$ cat src/ppt_pkg.sv
// Shared types and constants of the encoder pattern position tracker.
// Assumes one 10 MHz clock and a synchronous active-low reset around it.
package ppt_pkg;

  localparam int CLK_HZ = 10_000_000;
  localparam int IDX_W = 16;
  localparam int FRAC_W = 12;
  localparam int ANG_W = IDX_W + FRAC_W;
  localparam int ACC_W = 24;
  localparam int DIV_STEPS = ACC_W + 1;
  localparam logic [IDX_W-1:0] IDX_RST = 16'h0000;
  localparam logic [ACC_W-1:0] PERIOD_RST = 24'h000000;
  localparam logic [ACC_W:0] RATE_RST = 25'h0000000;
  localparam logic [4:0] DIV_RST = 5'h00;

  typedef enum logic [1:0] {
    PPT_HUNT,
    PPT_ARMED,
    PPT_SYNC
  } ppt_state_type;

  typedef struct packed {
    logic tooth_input;
    logic reference_input;
  } ppt_sensor_input_bundle_type;

  typedef struct packed {
    logic [IDX_W-1:0] teeth_per_revolution;
    logic cycle_720;
    logic early_reference_error_clear;
    logic late_reference_error_clear;
  } ppt_tracker_controls_type;

  typedef struct packed {
    logic in_sync;
    logic tooth_edge;
    logic [IDX_W-1:0] tooth_index;
    logic [ANG_W-1:0] angle_position;
    logic [ACC_W-1:0] tooth_period;
    logic early_reference_error;
    logic late_reference_error;
  } ppt_tracker_outputs_type;

  typedef struct packed {
    logic in_sync;
    logic tooth_edge;
    logic cycle_720;
    logic [IDX_W-1:0] teeth_per_cycle;
    logic [ANG_W-1:0] angle_position;
  } ppt_actuator_supervision_bundle_type;

  // Highest tooth index of one tracked cycle.
  function automatic logic [IDX_W-1:0] ppt_max_index(input logic [IDX_W-1:0] n,
                                                     input logic c720);
    logic [IDX_W-1:0] span;
    span = c720 ? {n[IDX_W-2:0], 1'b0} : n;
    return span - 16'h0001;
  endfunction : ppt_max_index

endpackage : ppt_pkg

$ cat src/ppt_tracker.sv
// Encoder pattern position tracker: tooth index, interpolated angle, sync and errors.
// Assumes tooth and reference pins are asynchronous and controls are on clk.
//
// Contract
// - Zero index and angle at first tooth after reference.
// - Select chooses 360 or 720 degree cycle.
// - Interpolate angle to a tenth degree or finer.
// - Early reference sets error and drops sync.
// - Early error clears on control; blocks re-sync.
// - Missing reference sets late error, drops sync.
// - Late error clears on control; blocks re-sync.
// - Single clock datapath samples inputs every cycle.
// - Output supervision bundle for fuel and spark.
`timescale 1ns/1ps
module ppt_tracker
  import ppt_pkg::*;
(
  // Clock and reset.
  input wire logic clk,
  input wire logic rst_n,
  // Sensor pins and configuration.
  input wire ppt_sensor_input_bundle_type sensor_input_bundle,
  input wire ppt_tracker_controls_type tracker_controls,
  // Results.
  output ppt_tracker_outputs_type tracker_outputs,
  output ppt_actuator_supervision_bundle_type actuator_supervision_bundle
);

  logic tooth_s1_q, tooth_s2_q, tooth_s3_q;
  logic ref_s1_q, ref_s2_q, ref_s3_q;
  logic tooth_rise, ref_rise;
  ppt_state_type state_q;
  logic [IDX_W-1:0] tooth_index_q;
  logic [IDX_W-1:0] max_index;
  logic ref_seen_q;
  logic early_q, late_q;
  logic early_set, late_set;
  logic [ACC_W-1:0] period_q, last_period_q, divisor_q;
  logic [ACC_W:0] rate_q, quot_q, rem_q;
  logic [4:0] div_cnt_q;
  logic [ACC_W-1:0] frac_acc_q;
  logic [ACC_W+1:0] frac_sum;
  logic [ACC_W:0] rem_shift;
  logic in_sync;

  // Both sensor pins are sampled on every rising edge through two flops before use.
  always_ff @(posedge clk) begin
    if (!rst_n) begin
      tooth_s1_q <= 1'b0;
      tooth_s2_q <= 1'b0;
      tooth_s3_q <= 1'b0;
      ref_s1_q <= 1'b0;
      ref_s2_q <= 1'b0;
      ref_s3_q <= 1'b0;
    end else begin
      tooth_s1_q <= sensor_input_bundle.tooth_input;
      tooth_s2_q <= tooth_s1_q;
      tooth_s3_q <= tooth_s2_q;
      ref_s1_q <= sensor_input_bundle.reference_input;
      ref_s2_q <= ref_s1_q;
      ref_s3_q <= ref_s2_q;
    end
  end

  assign tooth_rise = tooth_s2_q & ~tooth_s3_q;
  assign ref_rise = ref_s2_q & ~ref_s3_q;
  assign max_index = ppt_max_index(tracker_controls.teeth_per_revolution,
                                   tracker_controls.cycle_720);
  assign in_sync = (state_q == PPT_SYNC);

  // The reference is legal only while the index sits on the last tooth.
  assign early_set = in_sync && ref_rise && (tooth_index_q != max_index);
  assign late_set = in_sync && tooth_rise && (tooth_index_q == max_index)
                    && !ref_seen_q && !ref_rise;

  always_ff @(posedge clk) begin
    if (!rst_n) begin
      state_q <= PPT_HUNT;
    end else begin
      unique case (state_q)
        PPT_HUNT: begin
          if (ref_rise && !early_q && !late_q) begin
            state_q <= PPT_ARMED;
          end
        end
        PPT_ARMED: begin
          if (tooth_rise) begin
            state_q <= PPT_SYNC;
          end
        end
        PPT_SYNC: begin
          if (early_set || late_set) begin
            state_q <= PPT_HUNT;
          end
        end
      endcase
    end
  end

  always_ff @(posedge clk) begin
    if (!rst_n) begin
      tooth_index_q <= IDX_RST;
      ref_seen_q <= 1'b0;
    end else if (state_q == PPT_ARMED && tooth_rise) begin
      tooth_index_q <= IDX_RST;
      ref_seen_q <= 1'b0;
    end else if (in_sync) begin
      if (tooth_rise) begin
        tooth_index_q <= (tooth_index_q == max_index) ? IDX_RST
                         : tooth_index_q + 16'h0001;
        ref_seen_q <= 1'b0;
      end else if (ref_rise) begin
        ref_seen_q <= 1'b1;
      end
    end
  end

  // A new error in the clearing cycle wins over the clear.
  always_ff @(posedge clk) begin
    if (!rst_n) begin
      early_q <= 1'b0;
      late_q <= 1'b0;
    end else begin
      early_q <= early_set | (early_q & ~tracker_controls.early_reference_error_clear);
      late_q <= late_set | (late_q & ~tracker_controls.late_reference_error_clear);
    end
  end

  // Tooth period in clocks, saturating so a stopped wheel cannot wrap.
  always_ff @(posedge clk) begin
    if (!rst_n) begin
      period_q <= PERIOD_RST;
      last_period_q <= PERIOD_RST;
    end else if (tooth_rise) begin
      period_q <= 24'h000001;
      last_period_q <= period_q;
    end else if (period_q != 24'hffffff) begin
      period_q <= period_q + 24'h000001;
    end
  end

  // Serial divider gives the per-clock fraction step 2^24 / period. It takes
  // 25 clocks, so teeth 25 clocks apart or closer keep the previous step.
  assign rem_shift = {rem_q[ACC_W-1:0], (div_cnt_q == DIV_STEPS[4:0])};
  always_ff @(posedge clk) begin
    if (!rst_n) begin
      div_cnt_q <= DIV_RST;
      divisor_q <= PERIOD_RST;
      rem_q <= RATE_RST;
      quot_q <= RATE_RST;
      rate_q <= RATE_RST;
    end else if (tooth_rise && div_cnt_q == DIV_RST && period_q != PERIOD_RST) begin
      div_cnt_q <= DIV_STEPS[4:0];
      divisor_q <= period_q;
      rem_q <= RATE_RST;
      quot_q <= RATE_RST;
    end else if (div_cnt_q != DIV_RST) begin
      div_cnt_q <= div_cnt_q - 5'h01;
      if (rem_shift >= {1'b0, divisor_q}) begin
        rem_q <= rem_shift - {1'b0, divisor_q};
        quot_q <= {quot_q[ACC_W-1:0], 1'b1};
      end else begin
        rem_q <= rem_shift;
        quot_q <= {quot_q[ACC_W-1:0], 1'b0};
      end
      if (div_cnt_q == 5'h01) begin
        rate_q <= (rem_shift >= {1'b0, divisor_q}) ? {quot_q[ACC_W-1:0], 1'b1}
                  : {quot_q[ACC_W-1:0], 1'b0};
      end
    end
  end

  // Fraction of a tooth in 1/4096 steps: 0.1 degree or finer for any count.
  assign frac_sum = {1'b0, frac_acc_q} + {1'b0, rate_q};
  always_ff @(posedge clk) begin
    if (!rst_n) begin
      frac_acc_q <= PERIOD_RST;
    end else if (tooth_rise || !in_sync) begin
      frac_acc_q <= PERIOD_RST;
    end else if (frac_sum[ACC_W+1:ACC_W] != 2'b00) begin
      frac_acc_q <= 24'hffffff;
    end else begin
      frac_acc_q <= frac_sum[ACC_W-1:0];
    end
  end

  always_ff @(posedge clk) begin
    if (!rst_n) begin
      tracker_outputs <= '0;
      actuator_supervision_bundle <= '0;
    end else begin
      tracker_outputs.in_sync <= in_sync;
      tracker_outputs.tooth_edge <= tooth_rise & in_sync;
      tracker_outputs.tooth_index <= tooth_index_q;
      tracker_outputs.angle_position <= {tooth_index_q, frac_acc_q[ACC_W-1 -: FRAC_W]};
      tracker_outputs.tooth_period <= last_period_q;
      tracker_outputs.early_reference_error <= early_q;
      tracker_outputs.late_reference_error <= late_q;
      actuator_supervision_bundle.in_sync <= in_sync;
      actuator_supervision_bundle.tooth_edge <= tooth_rise & in_sync;
      actuator_supervision_bundle.cycle_720 <= tracker_controls.cycle_720;
      actuator_supervision_bundle.teeth_per_cycle <= max_index + 16'h0001;
      actuator_supervision_bundle.angle_position <=
        {tooth_index_q, frac_acc_q[ACC_W-1 -: FRAC_W]};
    end
  end
endmodule : ppt_tracker

$ cat config.mk
export PLATFORM = sky130hd
export DESIGN_NAME = ppt_tracker
export DESIGN_NICKNAME = d
export VERILOG_FILES = /design/src/ppt_pkg.sv /design/src/ppt_tracker.sv
export SDC_FILE = /design/constraint.sdc
export NUM_CORES = 1
export LEC_CHECK = 0
export BUFFER_PORTS_ARGS = -buffer_cell sky130_fd_sc_hd__buf_2
export CAP_MARGIN = 20
export CORE_MARGIN = 1
export CORE_UTILIZATION = 49
export CTS_CLUSTER_DIAMETER = 30
export DETAILED_ROUTE_END_ITERATION = 10
export PLACE_DENSITY = 0.71
export SLEW_MARGIN = 20
export SYNTH_ARGS = -nofsm -noshare
export SYNTH_HDL_FRONTEND = slang
export SYNTH_SLANG_ARGS = --single-unit
$ cat constraint.sdc
create_clock -name clk -period 4.38 [get_ports clk]
set_clock_uncertainty 0.1 [all_clocks]
set_input_delay 0.876 -clock clk [delete_from_list [all_inputs] [get_ports clk]]
set_output_delay 0.876 -clock clk [all_outputs]
set_load 0.03 [all_outputs]
==> impl_metrics.tcl, run 1 <==
set metrics [dict create \
    outcome "complete, no violations" \
    detail_route.drc_violations 0 \
    die_span_x_um 170 \
    drt_pass_1_iters 5 \
    worst_skew_pair.late_latency_ps 560 \
    clock_path_buffers 3 \
    power.density_mw_per_mm2 564 \
    post-route-period-util_pct 84.4 \
    seq_area_mm2 0.00549 \
    netlist_area_mm2 0.0139 \
    synth_top_cell_area_share_pct 39.4 \
    pre_cts_slack_ps 152 \
    timing.final.crit_period_ps 3700 \
    cts_tree "built" \
    sort_of_element_at_the_start_of_the_critical_path "primary input" \
    yosysSeqAreaShare_pct 39.4 \
    max_slew.worst_pin.slew_ps 933 \
    slew_headroom_pct 37.8 \
    grt_max_degree 122 \
    post_cts_buffers 0 \
    final_stage_net_count 1796 \
    post_layout_nonfiller_instances 2132 \
    core_area_mm2 0.0279 \
    routed_wl_um 31800 \
    start_util_pct 49.9 \
    post_cts_resized 0 \
    async_flop_share_pct 0 \
    die_area_mm2 0.0291 \
    layout.cells.most_common "sky130_fd_sc_hd__dfxtp_1" \
    io_pins 142 \
    yosys_most_used_dff "sky130_fd_sc_hd__dfxtp_1" \
    worst_hold_slack_ps 331 \
    vias 11380 \
    final.setup.worst_slack_ps 682 \
    peakVddDrop_mv 0.440 \
    timing.setup.tns_ps 0 \
    final-max-slew-violation-count 0 \
    fmax_mhz 270 \
    finalHoldViolations 0 \
    netlist.top_cell.by_area "sky130_fd_sc_hd__dfxtp_1" \
    globalRoute.totalOverflow 0 \
    grt_setup_unrepaired "false" \
    layout-drive-gt1-share_pct 16.8 \
    mappedNetlistNets 1709 \
    fillers 2399 \
    worst_hold_path_class "reg -> reg" \
    crit_fanout 14 \
    die_h_um 170 \
    numCtsBuffers 53 \
    area_of_combinational_cells_with_multiple_inputs_mm2 0.00753 \
    place.detailed.hpwl_um 21700 \
    placedInstanceArea_mm2 0.0146 \
    total_power_mw 9.29 \
    timing.max_cap.violations 0 \
    mostFrequentLayoutCells "274 x sky130_fd_sc_hd__dfxtp_1, 241 x sky130_fd_sc_hd__nand2_1, 140 x sky130_fd_sc_hd__buf_2" \
    worst_setup_hold_path_clk_slew_ps 50 \
    area.growth.synth_to_final_pct 18.4 \
    post_synth.cell_area_avg_um2 8.55 \
    layout.cell_area.non_filler_mm2 0.0165 \
    finalWeightedCongestion 0.885 \
    ys_ff_latch 274 \
    cp-end-kind "register" \
    htree_num_levels 2 \
    post-place-cells 2036 \
    antenna_fix_cells 0 \
    final_antenna_net_count 0 \
    place.port_buffers 141 \
    cts_root_buf "sky130_fd_sc_hd__clkbuf_16" \
    cellLeakagePower_nw 6.94 \
    finalSetupViolations 0 \
    synth_warnings 0 \
    cp_data_required_time_ps 4700 \
    synth_enable_flop_cells 0 \
    vias_per_cell 5.34 \
    ctsHoldBuffers 0 \
    groute.usage.overall_pct 22.4 \
    avgRoutedWirePerCell_um 14.9 \
    timing.critical_path.arrival_ps 4020 \
    placement_rows 61 \
    synth_top_cells_by_area "sky130_fd_sc_hd__dfxtp_1 39%, sky130_fd_sc_hd__nand2_1 6.5%, sky130_fd_sc_hd__ha_1 5.2%" \
    tritoncts_num_sinks 274 \
    syn-instance-count 1626 \
    detailedRoute.firstIterationViolations 648 \
    first_pass_grt_wire_length_um 53400 \
    finalCoreUtilization_pct 59.1 \
    critPathKind "in -> reg" \
    antenna_found_initial 0 \
    ys_types 84 \
    vias_in_the_first_global_route 11000 \
]
[sequential cells by signal, indices dropped and copies added (netlist names)]
| name | cells |
|---|---|
| ref_s2_q | 1 |
| rate_q | 25 |
| state_q | 2 |
| tooth_s3_q | 1 |
| divisor_q | 24 |
| frac_acc_q | 24 |
| tooth_index_q | 16 |
| ref_s1_q | 1 |
| rem_q | 24 |
| late_q | 1 |
| tooth_s2_q | 1 |
| early_q | 1 |
| ref_s3_q | 1 |
| div_cnt_q | 5 |
| period_q | 24 |
| quot_q | 24 |
| tracker_outputs | 42 |
| actuator_supervision_bundle | 31 |
| tooth_s1_q | 1 |
| last_period_q | 24 |
| ref_seen_q | 1 |
[final cells by class]
type,count,area share (%)
Timing Repair Buffer,162,5.33
Clock buffer,58,8.29
Tap cell,378,2.87
Clock inverter,38,3.24
Inverter,54,1.23
Sequential cell,274,33.3
Multi-Input combinational cell,1168,45.7
[layer usage]
metal	vias up	GRT usage, %	share of wire, %
met5	-	0	0
met4	0	7.95	2.6
met3	77	3.63	4.2
met2	248	39.0	48
met1	5304	27.7	46
li1	5751	-	-
[logic make-up after synthesis]
group                      Yosys count  synth area share, %
and+or+nand+nor                    643                 23.5
muxes                               34                 2.48
AOI/OAI and AO/OA                  330                 16.2
DFF                                274                 39.4
adders and majority gates           60                 5.51
buffers and inverters              184                 6.49
xor gates and xnor gates           101                 6.42
[power breakdown]
part	internal [mW]	total, mW	switching [mW]
clock	2.83	4.25	1.43
combinational	0.881	2.28	1.40
sequential	2.64	2.75	0.109
[Yosys cell counts, types with 11 or more instances]
| library cell | instances |
|---|---|
| sky130_fd_sc_hd__dfxtp_1 | 274 |
| sky130_fd_sc_hd__nand2_1 | 241 |
| sky130_fd_sc_hd__a21oi_1 | 99 |
| sky130_fd_sc_hd__nor2_1 | 94 |
| sky130_fd_sc_hd__and2_1 | 76 |
| sky130_fd_sc_hd__clkbuf_1 | 65 |
| sky130_fd_sc_hd__ha_1 | 58 |
| sky130_fd_sc_hd__a21boi_0 | 56 |
| sky130_fd_sc_hd__inv_1 | 54 |
| sky130_fd_sc_hd__xor2_1 | 54 |
| sky130_fd_sc_hd__buf_4 | 46 |
| sky130_fd_sc_hd__xnor2_1 | 46 |
| sky130_fd_sc_hd__nor2b_1 | 42 |
| sky130_fd_sc_hd__o21ai_0 | 37 |
| sky130_fd_sc_hd__nand3_1 | 32 |
| sky130_fd_sc_hd__a21o_1 | 31 |
| sky130_fd_sc_hd__mux2i_1 | 30 |
| sky130_fd_sc_hd__nor3_1 | 28 |
| sky130_fd_sc_hd__and3_1 | 21 |
| sky130_fd_sc_hd__nand4_1 | 20 |
| sky130_fd_sc_hd__or3_1 | 19 |
| sky130_fd_sc_hd__a211oi_1 | 17 |
| sky130_fd_sc_hd__buf_2 | 13 |
| sky130_fd_sc_hd__nand2b_1 | 11 |
[critical path: stages]
cell,delay (ps)
sky130_fd_sc_hd__buf_2,120
sky130_fd_sc_hd__buf_4,170
sky130_fd_sc_hd__nand2b_1,150
sky130_fd_sc_hd__ha_1,410
sky130_fd_sc_hd__inv_1,140
sky130_fd_sc_hd__o41ai_2,420
sky130_fd_sc_hd__a21oi_1,110
sky130_fd_sc_hd__a221o_2,380
sky130_fd_sc_hd__xnor2_1,180
sky130_fd_sc_hd__nor4_4,420
sky130_fd_sc_hd__nand2_1,190
sky130_fd_sc_hd__o21bai_4,340
sky130_fd_sc_hd__nor2_1,90
[final timing paths]
kind	from	end	slack [ps]	cells after the start
max	tracker_controls[2]	tooth_index_q[7]$_SDFFE_PP0P_	680	13
min	tooth_s1_q$_SDFF_PN0_	tooth_s2_q$_SDFF_PN0_	330	1
max reg2reg	rate_q[1]$_SDFFE_PN0P_	frac_acc_q[0]$_SDFF_PP0_	790	11
min reg2reg	tooth_s1_q$_SDFF_PN0_	tooth_s2_q$_SDFF_PN0_	330	1
(Power assumes the default switching activity.)
==> run 2, diff against run 1 <==
- clock period: 4.38 -> 3.3 ns (I/O delays scaled with it)
==> impl_metrics.tcl, run 2 (synthesis results as in run 1) <==
set metrics [dict create \
    outcome "complete, no violations" \
    max_slew.worst_pin.slew_ps 962 \
    start_util_pct 49.9 \
    cp-end-kind "register" \
    post-place-cells 2122 \
    die_h_um 170 \
    origin_of_the_critical_flop_to_flop_path "rate_q[0]$_SDFFE_PN0P_" \
    setup.reg_to_reg.worst_slack_ps 120 \
    seq_power_share_pct 29.1 \
    detailedRoute.firstIterationViolations 537 \
    layout-drive-gt1-share_pct 23.4 \
    crit_fanout 6 \
    placedInstanceArea_mm2 0.0153 \
    share_clk_of_total_power_pct 43.5 \
    net-switching-power_mw 3.97 \
    critPathKind "reg -> reg" \
    holdPathEnd "early_q$_SDFF_PN0_" \
    fmax_mhz 315 \
    htree_num_levels 2 \
    layout.cell_area.non_filler_mm2 0.0174 \
    whs_path_depth 2 \
    timing.max_cap.violations 0 \
    avgRoutedWirePerCell_um 15.0 \
    cpLargestDelayFamily "compound AO/OA/AOI/OAI gates" \
    grt_max_degree 56 \
    drt_pass_1_iters 5 \
    worst_hold_path_class "in -> reg" \
    area.growth.synth_to_final_pct 25.3 \
    post_layout_nonfiller_instances 2226 \
    finalSetupViolations 0 \
    power_report.internal_total_mw 8.53 \
    mostFrequentLayoutCells "271 x sky130_fd_sc_hd__dfxtp_1, 240 x sky130_fd_sc_hd__nand2_1, 140 x sky130_fd_sc_hd__buf_2" \
    timing.final.crit_period_ps 3180 \
    timing.critical_path.arrival_ps 3470 \
    placement_rows 61 \
    antenna_found_initial 0 \
    die_span_x_um 170 \
    min-delay-start "tracker_controls[1]" \
    power.switching_fraction_pct 31.8 \
    finalCoreUtilization_pct 62.5 \
    peakVddDrop_mv 0.526 \
    worst_skew_pair.late_latency_ps 570 \
    combinationalPowerShare_pct 27.4 \
    layout.cells.most_common "sky130_fd_sc_hd__dfxtp_1" \
    worst_setup_hold_path_clk_slew_ps 60 \
    path_cells "ha_4 -> inv_2 -> fa_2 -> nor2b_1 -> o21a_1 -> o21ai_2 -> a211o_1 -> a2111oi_2 -> buf_4 -> o31ai_2 -> o21ai_4 -> clkbuf_16 -> a21oi_2" \
    groute.usage.overall_pct 22.8 \
    worst_hold_slack_ps 170 \
    first_pass_grt_wire_length_um 54200 \
    final-max-slew-violation-count 0 \
    cts_root_buf "sky130_fd_sc_hd__clkbuf_16" \
    antenna_fix_cells 0 \
    buffering_stage_count_on_the_worst_path_with_inverters_included 3 \
    slew_headroom_pct 35.7 \
    power.density_mw_per_mm2 717 \
    globalRoute.totalOverflow 0 \
    io_pins 142 \
    crit_path_top_delay_cell "sky130_fd_sc_hd__a211o_1" \
    largest_reg_flops 42 \
    final_stage_net_count 1890 \
    critical-path-max-stage-delay_ps 390 \
    reg_top3 "tracker_outputs: 42 flops, actuator_supervision_bundle: 31 flops, rate_q: 25 flops" \
    sort_of_element_at_the_start_of_the_critical_path "register" \
    cp_data_required_time_ps 3600 \
    detail_route.drc_violations 0 \
    tritoncts_num_sinks 274 \
    r2r_end "frac_acc_q[21]$_SDFF_PP0_" \
    post-route-period-util_pct 96.3 \
    vias_per_cell 5.32 \
    clock_path_buffers 3 \
    vias 11839 \
    routed_wl_um 33400 \
    final_antenna_net_count 0 \
    place.port_buffers 141 \
    finalWeightedCongestion 0.898 \
    vias_in_the_first_global_route 11106 \
    numCtsBuffers 53 \
    regMostFlops "tracker_outputs" \
    cellLeakagePower_nw 7.42 \
    place.detailed.hpwl_um 23200 \
    worstRegToRegCells 13 \
    core_area_mm2 0.0279 \
    cts_tree "built" \
    die_area_mm2 0.0291 \
    timing.setup.tns_ps 0 \
    ctsHoldBuffers 0 \
    finalHoldViolations 0 \
]
[run 2: area by class of cell]
class | instances | area, um2
fill | 2332 | 10400
inverter | 54 | 203
clock buffer | 59 | 1370
clock inverter | 37 | 484
timing repair buffer | 256 | 1650
tap | 378 | 473
sequential | 274 | 5490
multi-input combinational | 1168 | 7760
[run 2: worst max-delay path by stage]
| stage | startpoint | endpoint | slack [ps] | cells past startpoint |
|---|---|---|---|---|
| 2_1_floorplan | tracker_controls[2] | state_q[0]$_SDFFE_PN0P_ | -210 | 13 |
| 3_3_place_gp | tracker_controls[6] | state_q[0]$_SDFFE_PN0P_ | -240 | 10 |
| 3_5_place_dp | tracker_controls[2] | state_q[1]$_SDFFE_PN0P_ | -300 | 12 |
| 4_1_cts | div_cnt_q[1]$_SDFFE_PP0P_ | rem_q[2]$_SDFFE_PP0P_ | -10 | 14 |
| 5_1_grt | frac_acc_q[0]$_SDFF_PP0_ | frac_acc_q[0]$_SDFF_PP0_ | -40 | 14 |
| 6_report | rate_q[0]$_SDFFE_PN0P_ | frac_acc_q[21]$_SDFF_PP0_ | 120 | 13 |
[run 2: power groups by stage]
stage          Combinational [mW]  Sequential [mW]  Clock, mW
2_1_floorplan                2.34             3.70          0
3_3_place_gp                 3.20             3.68          0
3_5_place_dp                 3.24             3.69          0
4_1_cts                      3.31             3.63       5.53
5_1_grt                      3.80             3.65       5.71
6_report                     3.43             3.64       5.44
[run 2: through the flow]
step                      total power [mW]  worst slack (ps)
after global routing                  13.2             -39.6
after CTS                             12.5             -13.8
after floorplan                       6.04              -212
after global placement                6.88              -236
after detailed placement              6.93              -303
final                                 12.5               123
[run 2: what timing repair did]
action                                  4_1_cts  5_1_grt
setup buffers                                 0        5
endpoints found under the setup margin        4       50
gates resized for setup                       1       49
pin swaps                                     0       20
gates cloned                                  0        3
[run 2: worst register-to-register path, delay by kind of cell (launching register included)]
family / cells / cell delay (ps)
AO/OA/AOI/OAI: 7 / 1520
adder cells (fa/ha/maj): 2 / 480
buffers and inverters: 3 / 480
flip-flops: 1 / 340
AND/OR/NAND/NOR: 1 / 120
[run 2: routing by layer]
metal,GRT usage (%),vias up,wire [um]
met5,0,-,0
met4,7.87,0,744
met3,3.40,51,1390
met2,39.2,295,16200
met1,28.9,5555,15100
li1,-,5938,-
